===== config.mk =====
export PLATFORM = sky130hd
export DESIGN_NAME = uhp_host_port
export DESIGN_NICKNAME = d
export VERILOG_FILES = /design/src/rtl/uhp_pkg.sv /design/src/rtl/uhp_host_port.sv /design/src/rtl/uhp_sync.sv
export SDC_FILE = /design/constraint.sdc
export NUM_CORES = 1
export LEC_CHECK = 0
export ABC_AREA = 1
export BUFFER_PORTS_ARGS = -buffer_cell sky130_fd_sc_hd__buf_2
export CAP_MARGIN = 20
export CORE_MARGIN = 3
export CORE_UTILIZATION = 55
export DETAILED_ROUTE_END_ITERATION = 8
export PLACE_DENSITY = 0.74
export SYNTH_ARGS = -nofsm -noshare
export SYNTH_HDL_FRONTEND = slang
export SYNTH_SLANG_ARGS = --single-unit

===== constraint.sdc =====
create_clock -name clk -period 2 [get_ports clk]
set_clock_uncertainty 0.1 [all_clocks]
set_input_delay 0.4 -clock clk [delete_from_list [all_inputs] [get_ports clk]]
set_output_delay 0.4 -clock clk [all_outputs]
set_load 0.02 [all_outputs]

===== src/rtl/uhp_pkg.sv =====
package uhp_pkg;
    localparam int unsigned SEL_W = 3;
    localparam int unsigned DATA_W = 8;
    localparam int unsigned NUM_REGS = 8;
    localparam int unsigned SYNC_STAGES = 2;
    // modem control register position and fields
    localparam logic [2:0] MODEM_CTRL_IDX = 3'h4;
    localparam int unsigned MCR_INT_EN_BIT = 3;
    localparam int unsigned MCR_IR_MODE_BIT = 6;
    // reset values, idle levels and bus encodings
    localparam logic [7:0] REG_RST = 8'h00;
    localparam logic [7:0] DATA_OUT_RST = 8'h00;
    localparam logic TX_IDLE_NORMAL = 1'b1;
    localparam logic TX_IDLE_IR = 1'b0;
    localparam logic STROBE_IDLE = 1'b1;
    localparam logic STYLE_STROBE = 1'b1;
    localparam logic STYLE_DIRECTION = 1'b0;
    localparam logic DIR_READ = 1'b1;
    localparam logic DIR_WRITE = 1'b0;
    typedef enum logic [2:0] {
        UHP_IDLE  = 3'b001,
        UHP_READ  = 3'b010,
        UHP_WRITE = 3'b100
    } uhp_state_e;
endpackage : uhp_pkg


===== src/rtl/uhp_host_port.sv =====
`timescale 1ns/1ps
// Summary of operation
// RULE1 - three select lines choose the register
// RULE2 - eight-bit data bus, driven on reads only
// RULE3 - strap high selects separate read/write strobes
// RULE4 - read strobe fall returns selected register byte
// RULE5 - host latches read byte at strobe rise
// RULE6 - write strobe rise stores the bus byte
// RULE7 - strap low: write pin is direction line
// RULE8 - act only while chip select is low
// RULE9 - strobe style: interrupt high, enabled by bit3
// RULE10 - direction style: interrupt low, open drain
// RULE11 - normal serial mode: transmit idles high
// RULE12 - infrared mode: encoded paths, idle low
// RULE13 - never drive bus on writes or deselected
module uhp_host_port (
    input wire logic clk, // 125 MHz system clock
    input wire logic rst_b, // async reset, active low
    input wire logic bus_style_strap, // 1 strobe style, 0 direction style
    input wire logic chip_sel_n, // chip select, active low
    input wire logic read_strobe_n, // read strobe, active low
    input wire logic write_strobe_n, // write strobe or direction line
    input wire logic reg_select_2, // register select bit 2
    input wire logic reg_select_1, // register select bit 1
    input wire logic reg_select_0, // register select bit 0
    input wire logic [7:0] host_data_in, // data bus level seen at pins
    output logic [7:0] host_data_out, // data bus drive value
    output logic host_data_oe, // data bus drive enable
    input wire logic bus_isolate_input, // isolates host bus when high
    input wire logic irq_request, // interrupt request from core
    output logic irq_out, // interrupt pin drive value
    output logic irq_oe, // interrupt pin drive enable
    input wire logic tx_bit, // serial bit from transmitter
    input wire logic tx_active, // transmitter is sending data
    output logic tx_serial, // transmit pin
    input wire logic rx_serial, // receive pin
    output logic rx_bit // decoded receive bit to core
);
    logic [2:0] sel_s;
    logic [7:0] data_s;
    logic cs_n_s;
    logic rd_n_s;
    logic wr_n_s;
    logic strap_s;
    logic iso_s;
    logic rx_s;
    logic style_q;
    logic style_valid_q;
    logic [1:0] settle_q;
    logic [7:0] regs_q [uhp_pkg::NUM_REGS];
    logic [7:0] modem_control_reg;
    logic cs_act;
    logic rd_act;
    logic wr_act;
    uhp_pkg::uhp_state_e state_q;
    uhp_pkg::uhp_state_e state_d;

    uhp_sync #(.WIDTH(3), .RST_VAL(3'h0)) u_sync_sel (
        .clk(clk),
        .rst_b(rst_b),
        .d({reg_select_2, reg_select_1, reg_select_0}),
        .q(sel_s)
    );
    uhp_sync #(.WIDTH(8), .RST_VAL(8'h00)) u_sync_data (
        .clk(clk),
        .rst_b(rst_b),
        .d(host_data_in),
        .q(data_s)
    );
    // idle levels: deselected, strobes high, strap high, isolated, receive high
    uhp_sync #(.WIDTH(6), .RST_VAL(6'h3F)) u_sync_ctl (
        .clk(clk),
        .rst_b(rst_b),
        .d({chip_sel_n, read_strobe_n, write_strobe_n, bus_style_strap,
            bus_isolate_input, rx_serial}),
        .q({cs_n_s, rd_n_s, wr_n_s, strap_s, iso_s, rx_s})
    );

    // strap caught once, after the synchroniser has flushed its reset value
    always_ff @(posedge clk or negedge rst_b) begin
        if (!rst_b) begin
            style_q <= uhp_pkg::STYLE_STROBE;
            style_valid_q <= 1'b0;
            settle_q <= 2'h0;
        end else if (!style_valid_q) begin
            if (settle_q == 2'(uhp_pkg::SYNC_STAGES)) begin
                style_q <= strap_s; // RULE3 RULE7
                style_valid_q <= 1'b1;
            end else begin
                settle_q <= settle_q + 2'h1;
            end
        end
    end

    assign modem_control_reg = regs_q[uhp_pkg::MODEM_CTRL_IDX];
    assign cs_act = !cs_n_s && !iso_s && style_valid_q; // RULE8

    always_comb begin
        if (style_q == uhp_pkg::STYLE_STROBE) begin
            rd_act = cs_act && !rd_n_s; // RULE3
            wr_act = cs_act && !wr_n_s; // RULE3
        end else begin
            rd_act = cs_act && (wr_n_s == uhp_pkg::DIR_READ); // RULE7
            wr_act = cs_act && (wr_n_s == uhp_pkg::DIR_WRITE); // RULE7
        end
    end

    // transaction tracking: a cycle ends when its active term drops
    always_comb begin
        state_d = state_q;
        unique case (state_q)
            uhp_pkg::UHP_IDLE: begin
                if (rd_act) begin
                    state_d = uhp_pkg::UHP_READ; // RULE4
                end else if (wr_act) begin
                    state_d = uhp_pkg::UHP_WRITE; // RULE6
                end
            end
            uhp_pkg::UHP_READ: begin
                if (!rd_act) begin
                    state_d = uhp_pkg::UHP_IDLE;
                end
            end
            uhp_pkg::UHP_WRITE: begin
                if (!wr_act) begin
                    state_d = uhp_pkg::UHP_IDLE;
                end
            end
            default: begin
                state_d = uhp_pkg::UHP_IDLE;
            end
        endcase
    end

    always_ff @(posedge clk or negedge rst_b) begin
        if (!rst_b) begin
            state_q <= uhp_pkg::UHP_IDLE;
        end else begin
            state_q <= state_d;
        end
    end

    // register store at end of write cycle
    always_ff @(posedge clk or negedge rst_b) begin
        if (!rst_b) begin
            for (int i = 0; i < uhp_pkg::NUM_REGS; i++) begin
                regs_q[i] <= uhp_pkg::REG_RST;
            end
        end else if (state_q == uhp_pkg::UHP_WRITE && !wr_act) begin
            regs_q[sel_s] <= data_s; // RULE1 RULE6
        end
    end

    // read byte latched at start of read, driven while read lasts
    always_ff @(posedge clk or negedge rst_b) begin
        if (!rst_b) begin
            host_data_out <= uhp_pkg::DATA_OUT_RST;
        end else if (state_q == uhp_pkg::UHP_IDLE && rd_act) begin
            host_data_out <= regs_q[sel_s]; // RULE1 RULE4
        end
    end

    always_ff @(posedge clk or negedge rst_b) begin
        if (!rst_b) begin
            host_data_oe <= 1'b0;
        end else begin
            host_data_oe <= rd_act && !wr_act; // RULE2 RULE13
        end
    end

    // interrupt pin style follows bus style
    always_ff @(posedge clk or negedge rst_b) begin
        if (!rst_b) begin
            irq_out <= 1'b0;
            irq_oe <= 1'b0;
        end else if (style_q == uhp_pkg::STYLE_STROBE) begin
            irq_out <= irq_request; // RULE9
            irq_oe <= modem_control_reg[uhp_pkg::MCR_INT_EN_BIT]; // RULE9
        end else begin
            irq_out <= 1'b0; // RULE10
            irq_oe <= irq_request; // RULE10
        end
    end

    // serial line levels for normal and infrared modes
    always_ff @(posedge clk or negedge rst_b) begin
        if (!rst_b) begin
            tx_serial <= uhp_pkg::TX_IDLE_NORMAL; // RULE11
            rx_bit <= 1'b1;
        end else if (modem_control_reg[uhp_pkg::MCR_IR_MODE_BIT]) begin
            tx_serial <= tx_active ? !tx_bit : uhp_pkg::TX_IDLE_IR; // RULE12
            rx_bit <= !rx_s; // RULE12
        end else begin
            tx_serial <= tx_active ? tx_bit : uhp_pkg::TX_IDLE_NORMAL; // RULE11
            rx_bit <= rx_s; // RULE11
        end
    end
endmodule : uhp_host_port


===== src/rtl/uhp_sync.sv =====
`timescale 1ns/1ps
module uhp_sync #(
    parameter int unsigned WIDTH = 1,
    parameter logic [WIDTH-1:0] RST_VAL = '0
) (
    input wire logic clk, // system clock
    input wire logic rst_b, // async reset, active low
    input wire logic [WIDTH-1:0] d, // asynchronous input
    output logic [WIDTH-1:0] q // synchronised output
);
    logic [WIDTH-1:0] meta_q;

    // first stage read only by the second
    always_ff @(posedge clk or negedge rst_b) begin
        if (!rst_b) begin
            meta_q <= RST_VAL;
            q <= RST_VAL;
        end else begin
            meta_q <= d;
            q <= meta_q;
        end
    end
endmodule : uhp_sync


==> results of run 1 <==
## cell families after synthesis
| family | Yosys count | synth area share (%) |
|---|---|---|
| buf+inv | 85 | 7.31 |
| xor+xnor | 3 | 0.545 |
| simple gates | 272 | 22.8 |
| flops | 118 | 61.6 |
| compound gates | 72 | 7.49 |
| fa+ha+maj | 1 | 0.259 |
## synth_stat cells, drive strengths merged
cell    number
nand2      217
dfrtp      102
inv         68
o21ai       67
nand3       28
nor2        24
dfstp       16
buf         12
a21oi        4
clkbuf       4
xor2         3
nor3         2
a31oi        1
clkinv       1
ha           1
nand4        1
## per-layer routing
metal	part of all wire (%)	global-route usage, %	wire length [um]	vias up
met3	6.6	5.54	686	21
met5	0	0	0	-
met1	43	30.0	4430	1746
li1	-	-	-	1830
met2	49	36.1	5080	113
met4	1.7	8.51	174	0
## power breakdown
part / internal, W / switching [W] / leakage, nW / total [W]
sequential: 0.00271 / 0.000168 / 1.51 / 0.00288
clock: 0.00180 / 0.00105 / 0.259 / 0.00285
combinational: 0.000300 / 0.000513 / 1.24 / 0.000814
total: 0.00481 / 0.00174 / 3.01 / 0.00654
## worst reg2reg max path, stage by stage, from the launching register on
cell and delay [ns]:
dfrtp_1 0.53, nor2_8 0.25, inv_1 0.09, nor2_1 0.13, nand3_2 0.28, o21ai_0 0.33
## worst paths after layout
kind / slack [ns] / end / depth (start not counted) / from
max in group asynchronous: 1.07 / u_sync_ctl.meta_q[0]$_DFF_PN1_ / 3 / rst_b
setup reg to reg: 0.19 / modem_control_reg[4]$_DFFE_PN0P_ / 5 / u_sync_sel.q[1]$_DFF_PN0_
min in group asynchronous: 0.37 / host_data_out[7]$_DFFE_PN0P_ / 3 / rst_b
hold reg to reg: 0.25 / u_sync_data.q[1]$_DFF_PN0_ / 0 / u_sync_data.meta_q[1]$_DFF_PN0_
setup / recovery: 0.19 / modem_control_reg[4]$_DFFE_PN0P_ / 5 / u_sync_sel.q[1]$_DFF_PN0_
hold / removal: 0.25 / u_sync_data.q[1]$_DFF_PN0_ / 0 / u_sync_data.meta_q[1]$_DFF_PN0_
## layout make-up
cell class                      count  area [um2]
Clock buffer                       20         435
Clock inverter                     12         129
Fill cell                         643        2440
Inverter                           69         259
Multi-Input combinational cell    348        1520
Sequential cell                   118        2970
Tap cell                          105         131
Timing Repair Buffer               64         488
## per-stage QoR
| stage | utilization, % | hold WS [ns] | total power [W] | setup WS (ns) | area, um2 |
|---|---|---|---|---|---|
| floorplan | - | 0.00441 | 0.00339 | 0.469 | 4820 |
| global placement | 61.3 | 0.232 | 0.00365 | 0.195 | 5140 |
| detailed placement | 61.3 | 0.235 | 0.00368 | 0.0876 | 5140 |
| CTS | 70.6 | 0.248 | 0.00659 | 0.00915 | 5910 |
| global route | 70.8 | 0.254 | 0.00683 | 0.0539 | 5940 |
| finish | 70.8 | 0.247 | 0.00654 | 0.190 | 5940 |
## repair_timing
action / in CTS / in global routing
resized for setup: 0 / 4
hold buffers: 21 / 0
endpoints found under the setup margin: 0 / 23
hold endpoints to repair: 121 / 0
==> impl_results.md, run 1 <==
* Status: finished, final reports clean
* Startpoint types: register
* Rel. slew slack at between 60% and 70%
* Setup total negative slack at 0 ns
* Slowest stage delay, CP at ~0.53 ns
* I/O pins at 35
* Worst EP arrival at 2.12 ns
* Synth area leaders: dfrtp_1 53%, nand2_1 17%, dfstp_2 8.7%
* DR DRC count at 0
* Final setup fails at 0
* Number of cells after detailed placement at around 680
* Crit-path cells: nor2_8 -> inv_1 -> nor2_1 -> nand3_2 -> o21ai_0
* HPWL Detailed at a little over 6000 um
* Nets@finish at ~640
* CTS max path bufs at 2
* Tcrit/Tclk final at approximately nine tenths
* Final std cells w/o fill at 736
* Site row count at 33
* Leak at about 3.0 nW
* Worst hold path class: reg -> reg
* CP Max Fanout at 16
* CTS sink count at approximately 120
* DR pass1 iterations at 5
* Clock Latency Late Sink at around 0.51 ns
* Mapped Nets at ~570
* Share of cells above drive strength 1 at 15.5%
* Initial core utilization at a little under three fifths
* Max Clk Rate at between 0.5 and 0.6 GHz
* DR vias at roughly 3.7k
* Fin crit period at about 1.8 ns
* Largest register by flop count: regs_q
* Synth cell types at 24
* Total number of H-tree levels at 4
* Seq/Total Area, Yosys at between 60% and 70%
* Port Buffers at 34
* Most frequent cells in the layout: 217 x nand2_1, 102 x dfrtp_1, 66 x inv_1
* Drt wl/cell at about 14 um
* Largest register FFs at 56
* Unrepaired setup endpoints after global routing: no
* Share of the synthesized area in the top cell type at a little over half
* Reg clk slew, reported paths at 0.06 ns
* Fin. max-slew vios at 0
* GP Congestion at approximately 0.88
* Vias per inst at 5.04
* Crit. End Element: register
* Diode count at 0
* Yosys reg bits at between 100 and 150
* Width of the chip at between 90 and 100 um
* Starting DRT DRC Count at ~250
* Tightest Pin Transition at about 0.5 ns
* Crit path kind: reg -> reg
* Worst VDD drop at about 0.88 mV
* Worst path bufs/invs at 1
* Netlist Area Pre-Place at 4820 um2
* Most common cell after layout, fill and taps aside: nand2_1
* Num CTS Buffers at 17
* Synth area leader: dfrtp_1
* Pwr dens at roughly 1100 nW/um2
* Routed wire length at roughly 10000 um
* Layout area overhead at 23.1%
* Worst Path Required at around 2.3 ns
* Max cap viols at 0
* Clk Tree Root Cell: clkbuf_8
* Final hold violation count at 0
* Setup Buffers After CTS at 0
* First-pass GRT wire length at 17400 um
* GR Overflow Total at 0
* Die height at around 100 um
* Antenna-violating nets left at 0
* All-Layer GR Usage at between 20% and 30%
* Initial antenna violation count at 0
* Largest net degree at the start of global routing at 84
* Via count of the first global-routing pass at 3660
* Total die area at ~9900 um2
* Syn Inst Count at ~550
* Slowest cell on the critical path: dfrtp_1
* Yosys warnings at 0
* Core Area at approximately 8400 um2
* CP delay by family, top: simple AND/OR/NAND/NOR gates
* Syn Area/Cell at roughly 9 um2
* CTS tree: built
(Power assumes the default switching activity.)
==> inputs of run 2 (changes only) <==
GPL_TIMING_DRIVEN = 0   (was not set)
clock period = 2.3 ns   (was 2 ns; I/O delays follow)
==> impl_results.md, run 2 (synthesis results as in run 1) <==
* HPWL Detailed at 6810 um (+10%)
* Tightest Pin Transition at 0.741 ns (+0.227 ns)
* Leak at 3.02 nW (about the same)
* Width of the chip at 99.7 um (unchanged)
* Largest register by flop count: regs_q
* Setup Buffers After CTS at 0 (unchanged)
* Clock Latency Late Sink at 0.51 ns (about the same)
* Max Clk Rate at 0.523 GHz (-5.3%)
* All-Layer GR Usage at 23.4% (+0.82 points)
* Die height at 99.7 um (unchanged)
* DR pass1 iterations at 5 (unchanged)
* Worst setup startpoint: u_sync_ctl.q[1]$_DFF_PN1_
* GP Congestion at 0.901 (+2.9%)
* Storage element area at 2970 um2 (unchanged)
* Slowest cell on the critical path: dfstp_2
* Initial core utilization at 57.6% (unchanged)
* DR DRC count at 0 (unchanged)
* Min-delay src: irq_request
* Slowest stage delay, CP at 0.36 ns (-0.17 ns)
* Share of cells above drive strength 1 at 15.1% (-0.44 points)
* CTS max path bufs at 2 (unchanged)
* Largest net degree at the start of global routing at 61 (-27%)
* Startpoint types: register
* Crit Reg-Reg Startpoint: u_sync_ctl.q[1]$_DFF_PN1_
* First-pass GRT wire length at 17600 um (+1.4%)
* Nets@finish at 646 (+0.78%)
* Initial antenna violation count at 0 (unchanged)
* Status: finished, final reports clean
* Worst EP arrival at 2.18 ns (+0.06 ns)
* Pwr dens at 979 nW/um2 (-11%)
* I/O pins at 35 (unchanged)
* Worst hold slack at 0.0553 ns (-0.192 ns)
* Via count of the first global-routing pass at 3528 (-3.6%)
* Layout area overhead at 22.8%
* Diode count at 0 (unchanged)
* CTS tree: built
* CP most frequent cell: nor2_1
* Total die area at 9930 um2 (unchanged)
* Fin crit period at 1.91 ns (+0.101 ns)
* Clk Tree Root Cell: clkbuf_8
* Max cap viols at 0 (unchanged)
* Core Area at 8380 um2 (unchanged)
* Post-cts sizing count at 0 (unchanged)
* Worst path bufs/invs at 2 (+1)
* Worst VDD drop at 0.705 mV (-20%)
* CTS sink count at 118 (unchanged)
* Crit-path cells: nor2_1 -> nand2_1 -> nor2_1 -> inv_2 -> nand3_1 -> buf_2 -> o21ai_0
* CP delay by family, top: simple AND/OR/NAND/NOR gates
* Final hold violation count at 0 (unchanged)
* Worst hold path class: in -> reg
* Reg clk slew, reported paths at 0.06 ns (about the same)
* Final setup fails at 0 (unchanged)
* Crit. End Element: register
* Most frequent cells in the layout: 217 x nand2_1, 102 x dfrtp_1, 66 x inv_1
* Total number of H-tree levels at 4 (unchanged)
* Drt wl/cell at 14.3 um (+1.4%)
* Vias per inst at 4.99 (-1.0%)
* Tcrit/Tclk final at 83.1% (-7.4 points)
* Site row count at 33 (unchanged)
* Antenna-violating nets left at 0 (unchanged)
* Setup total negative slack at 0 ns (unchanged)
* Cts hold-fix bufs at 18 (-14%)
* Fillcell total at 639 (-0.62%)
* Rel. slew slack at 50.6% (-15 points)
* Starting DRT DRC Count at 214 (-14%)
* Worst Path Required at 2.57 ns (+0.26 ns)
* CP Max Fanout at 10 (-6)
* Unrepaired setup endpoints after global routing: no
* Largest register FFs at 56 (unchanged)
* DR vias at 3696 (-0.38%)
* Crit path kind: reg -> reg
* Most common cell after layout, fill and taps aside: nand2_1
* Fin. max-slew vios at 0 (unchanged)
* GR Overflow Total at 0 (unchanged)
* Num CTS Buffers at 17 (unchanged)
* Area occupied by multi-input gates at 1500 um2 (-1.5%)
* Port Buffers at 34 (unchanged)
* Routed wire length at 10600 um (+2.1%)
-- run 2: cell types whose count changed in the layout (fill, tap and decap cells not counted), moves of 2 or more --
cell           delta
buf_1             +3
buf_12            -3
buf_2             +7
buf_4             -6
buf_6             +2
clkbuf_1          +4
clkinv_2          -2
dlygate4sd3_1     -3
nand3_1           +3
nand3_2           -2
-- run 2: worst paths after layout --
path | endpoint | slack (ns) | cells after the start
max in group asynchronous | u_sync_ctl.meta_q[5]$_DFF_PN1_ | 0.87 | 3
hold reg to reg | u_sync_data.q[1]$_DFF_PN0_ | 0.25 | 0
setup / recovery | regs_q[3]$_DFFE_PN0P_ | 0.39 | 7
setup reg to reg | regs_q[3]$_DFFE_PN0P_ | 0.39 | 7
min in group asynchronous | regs_q[6]$_DFFE_PN0P_ | 0.46 | 2
hold / removal | irq_out$_DFF_PN0_ | 0.06 | 3
-- run 2: layer usage --
| metal | routed length [um] | vias to the layer above | GRT usage (%) |
|---|---|---|---|
| li1 | - | 1844 | - |
| met4 | 178 | 0 | 8.93 |
| met2 | 4940 | 106 | 35.7 |
| met5 | 0 | - | 0 |
| met1 | 4920 | 1726 | 32.1 |
| met3 | 551 | 20 | 6.45 |
-- run 2: worst reg2reg max path, cell delays in order, from the launching register on --
cell     delay [ns]
dfstp_2        0.36
nor2_1         0.10
nand2_1        0.10
nor2_1         0.26
inv_2          0.17
nand3_1        0.29
buf_2          0.28
o21ai_0        0.11
-- run 2: report_power, final --
group / total, W / internal, W / leakage (nW) / switching (W)
Clock: 0.00260 / 0.00168 / 0.271 / 0.000919
Sequential: 0.00250 / 0.00236 / 1.51 / 0.000141
Combinational: 0.000707 / 0.000255 / 1.23 / 0.000452
-- run 2: area by class of cell --
type,count,share of cell area [%]
sequential,118,50.2
multi-input combinational,348,25.3
clock buffer,21,7.41
timing repair buffer,53,6.42
inverter,69,4.37
clock inverter,11,2.53
tap,105,2.22
buffer,16,1.58
-- run 2: stage by stage --
stage | power (W) | std cells | util (%) | area (um2) | worst slack, ns
6_report | 0.00580 | 741 | 70.7 | 5930 | 0.389
2_1_floorplan | 0.00295 | 551 | - | 4820 | 0.769
3_3_place_gp | 0.00317 | 690 | 61.2 | 5130 | -0.660
4_1_cts | 0.00584 | 741 | 70.7 | 5930 | 0.409
3_5_place_dp | 0.00321 | 691 | 61.5 | 5160 | 0.447
5_1_grt | 0.00607 | 741 | 70.7 | 5930 | 0.229
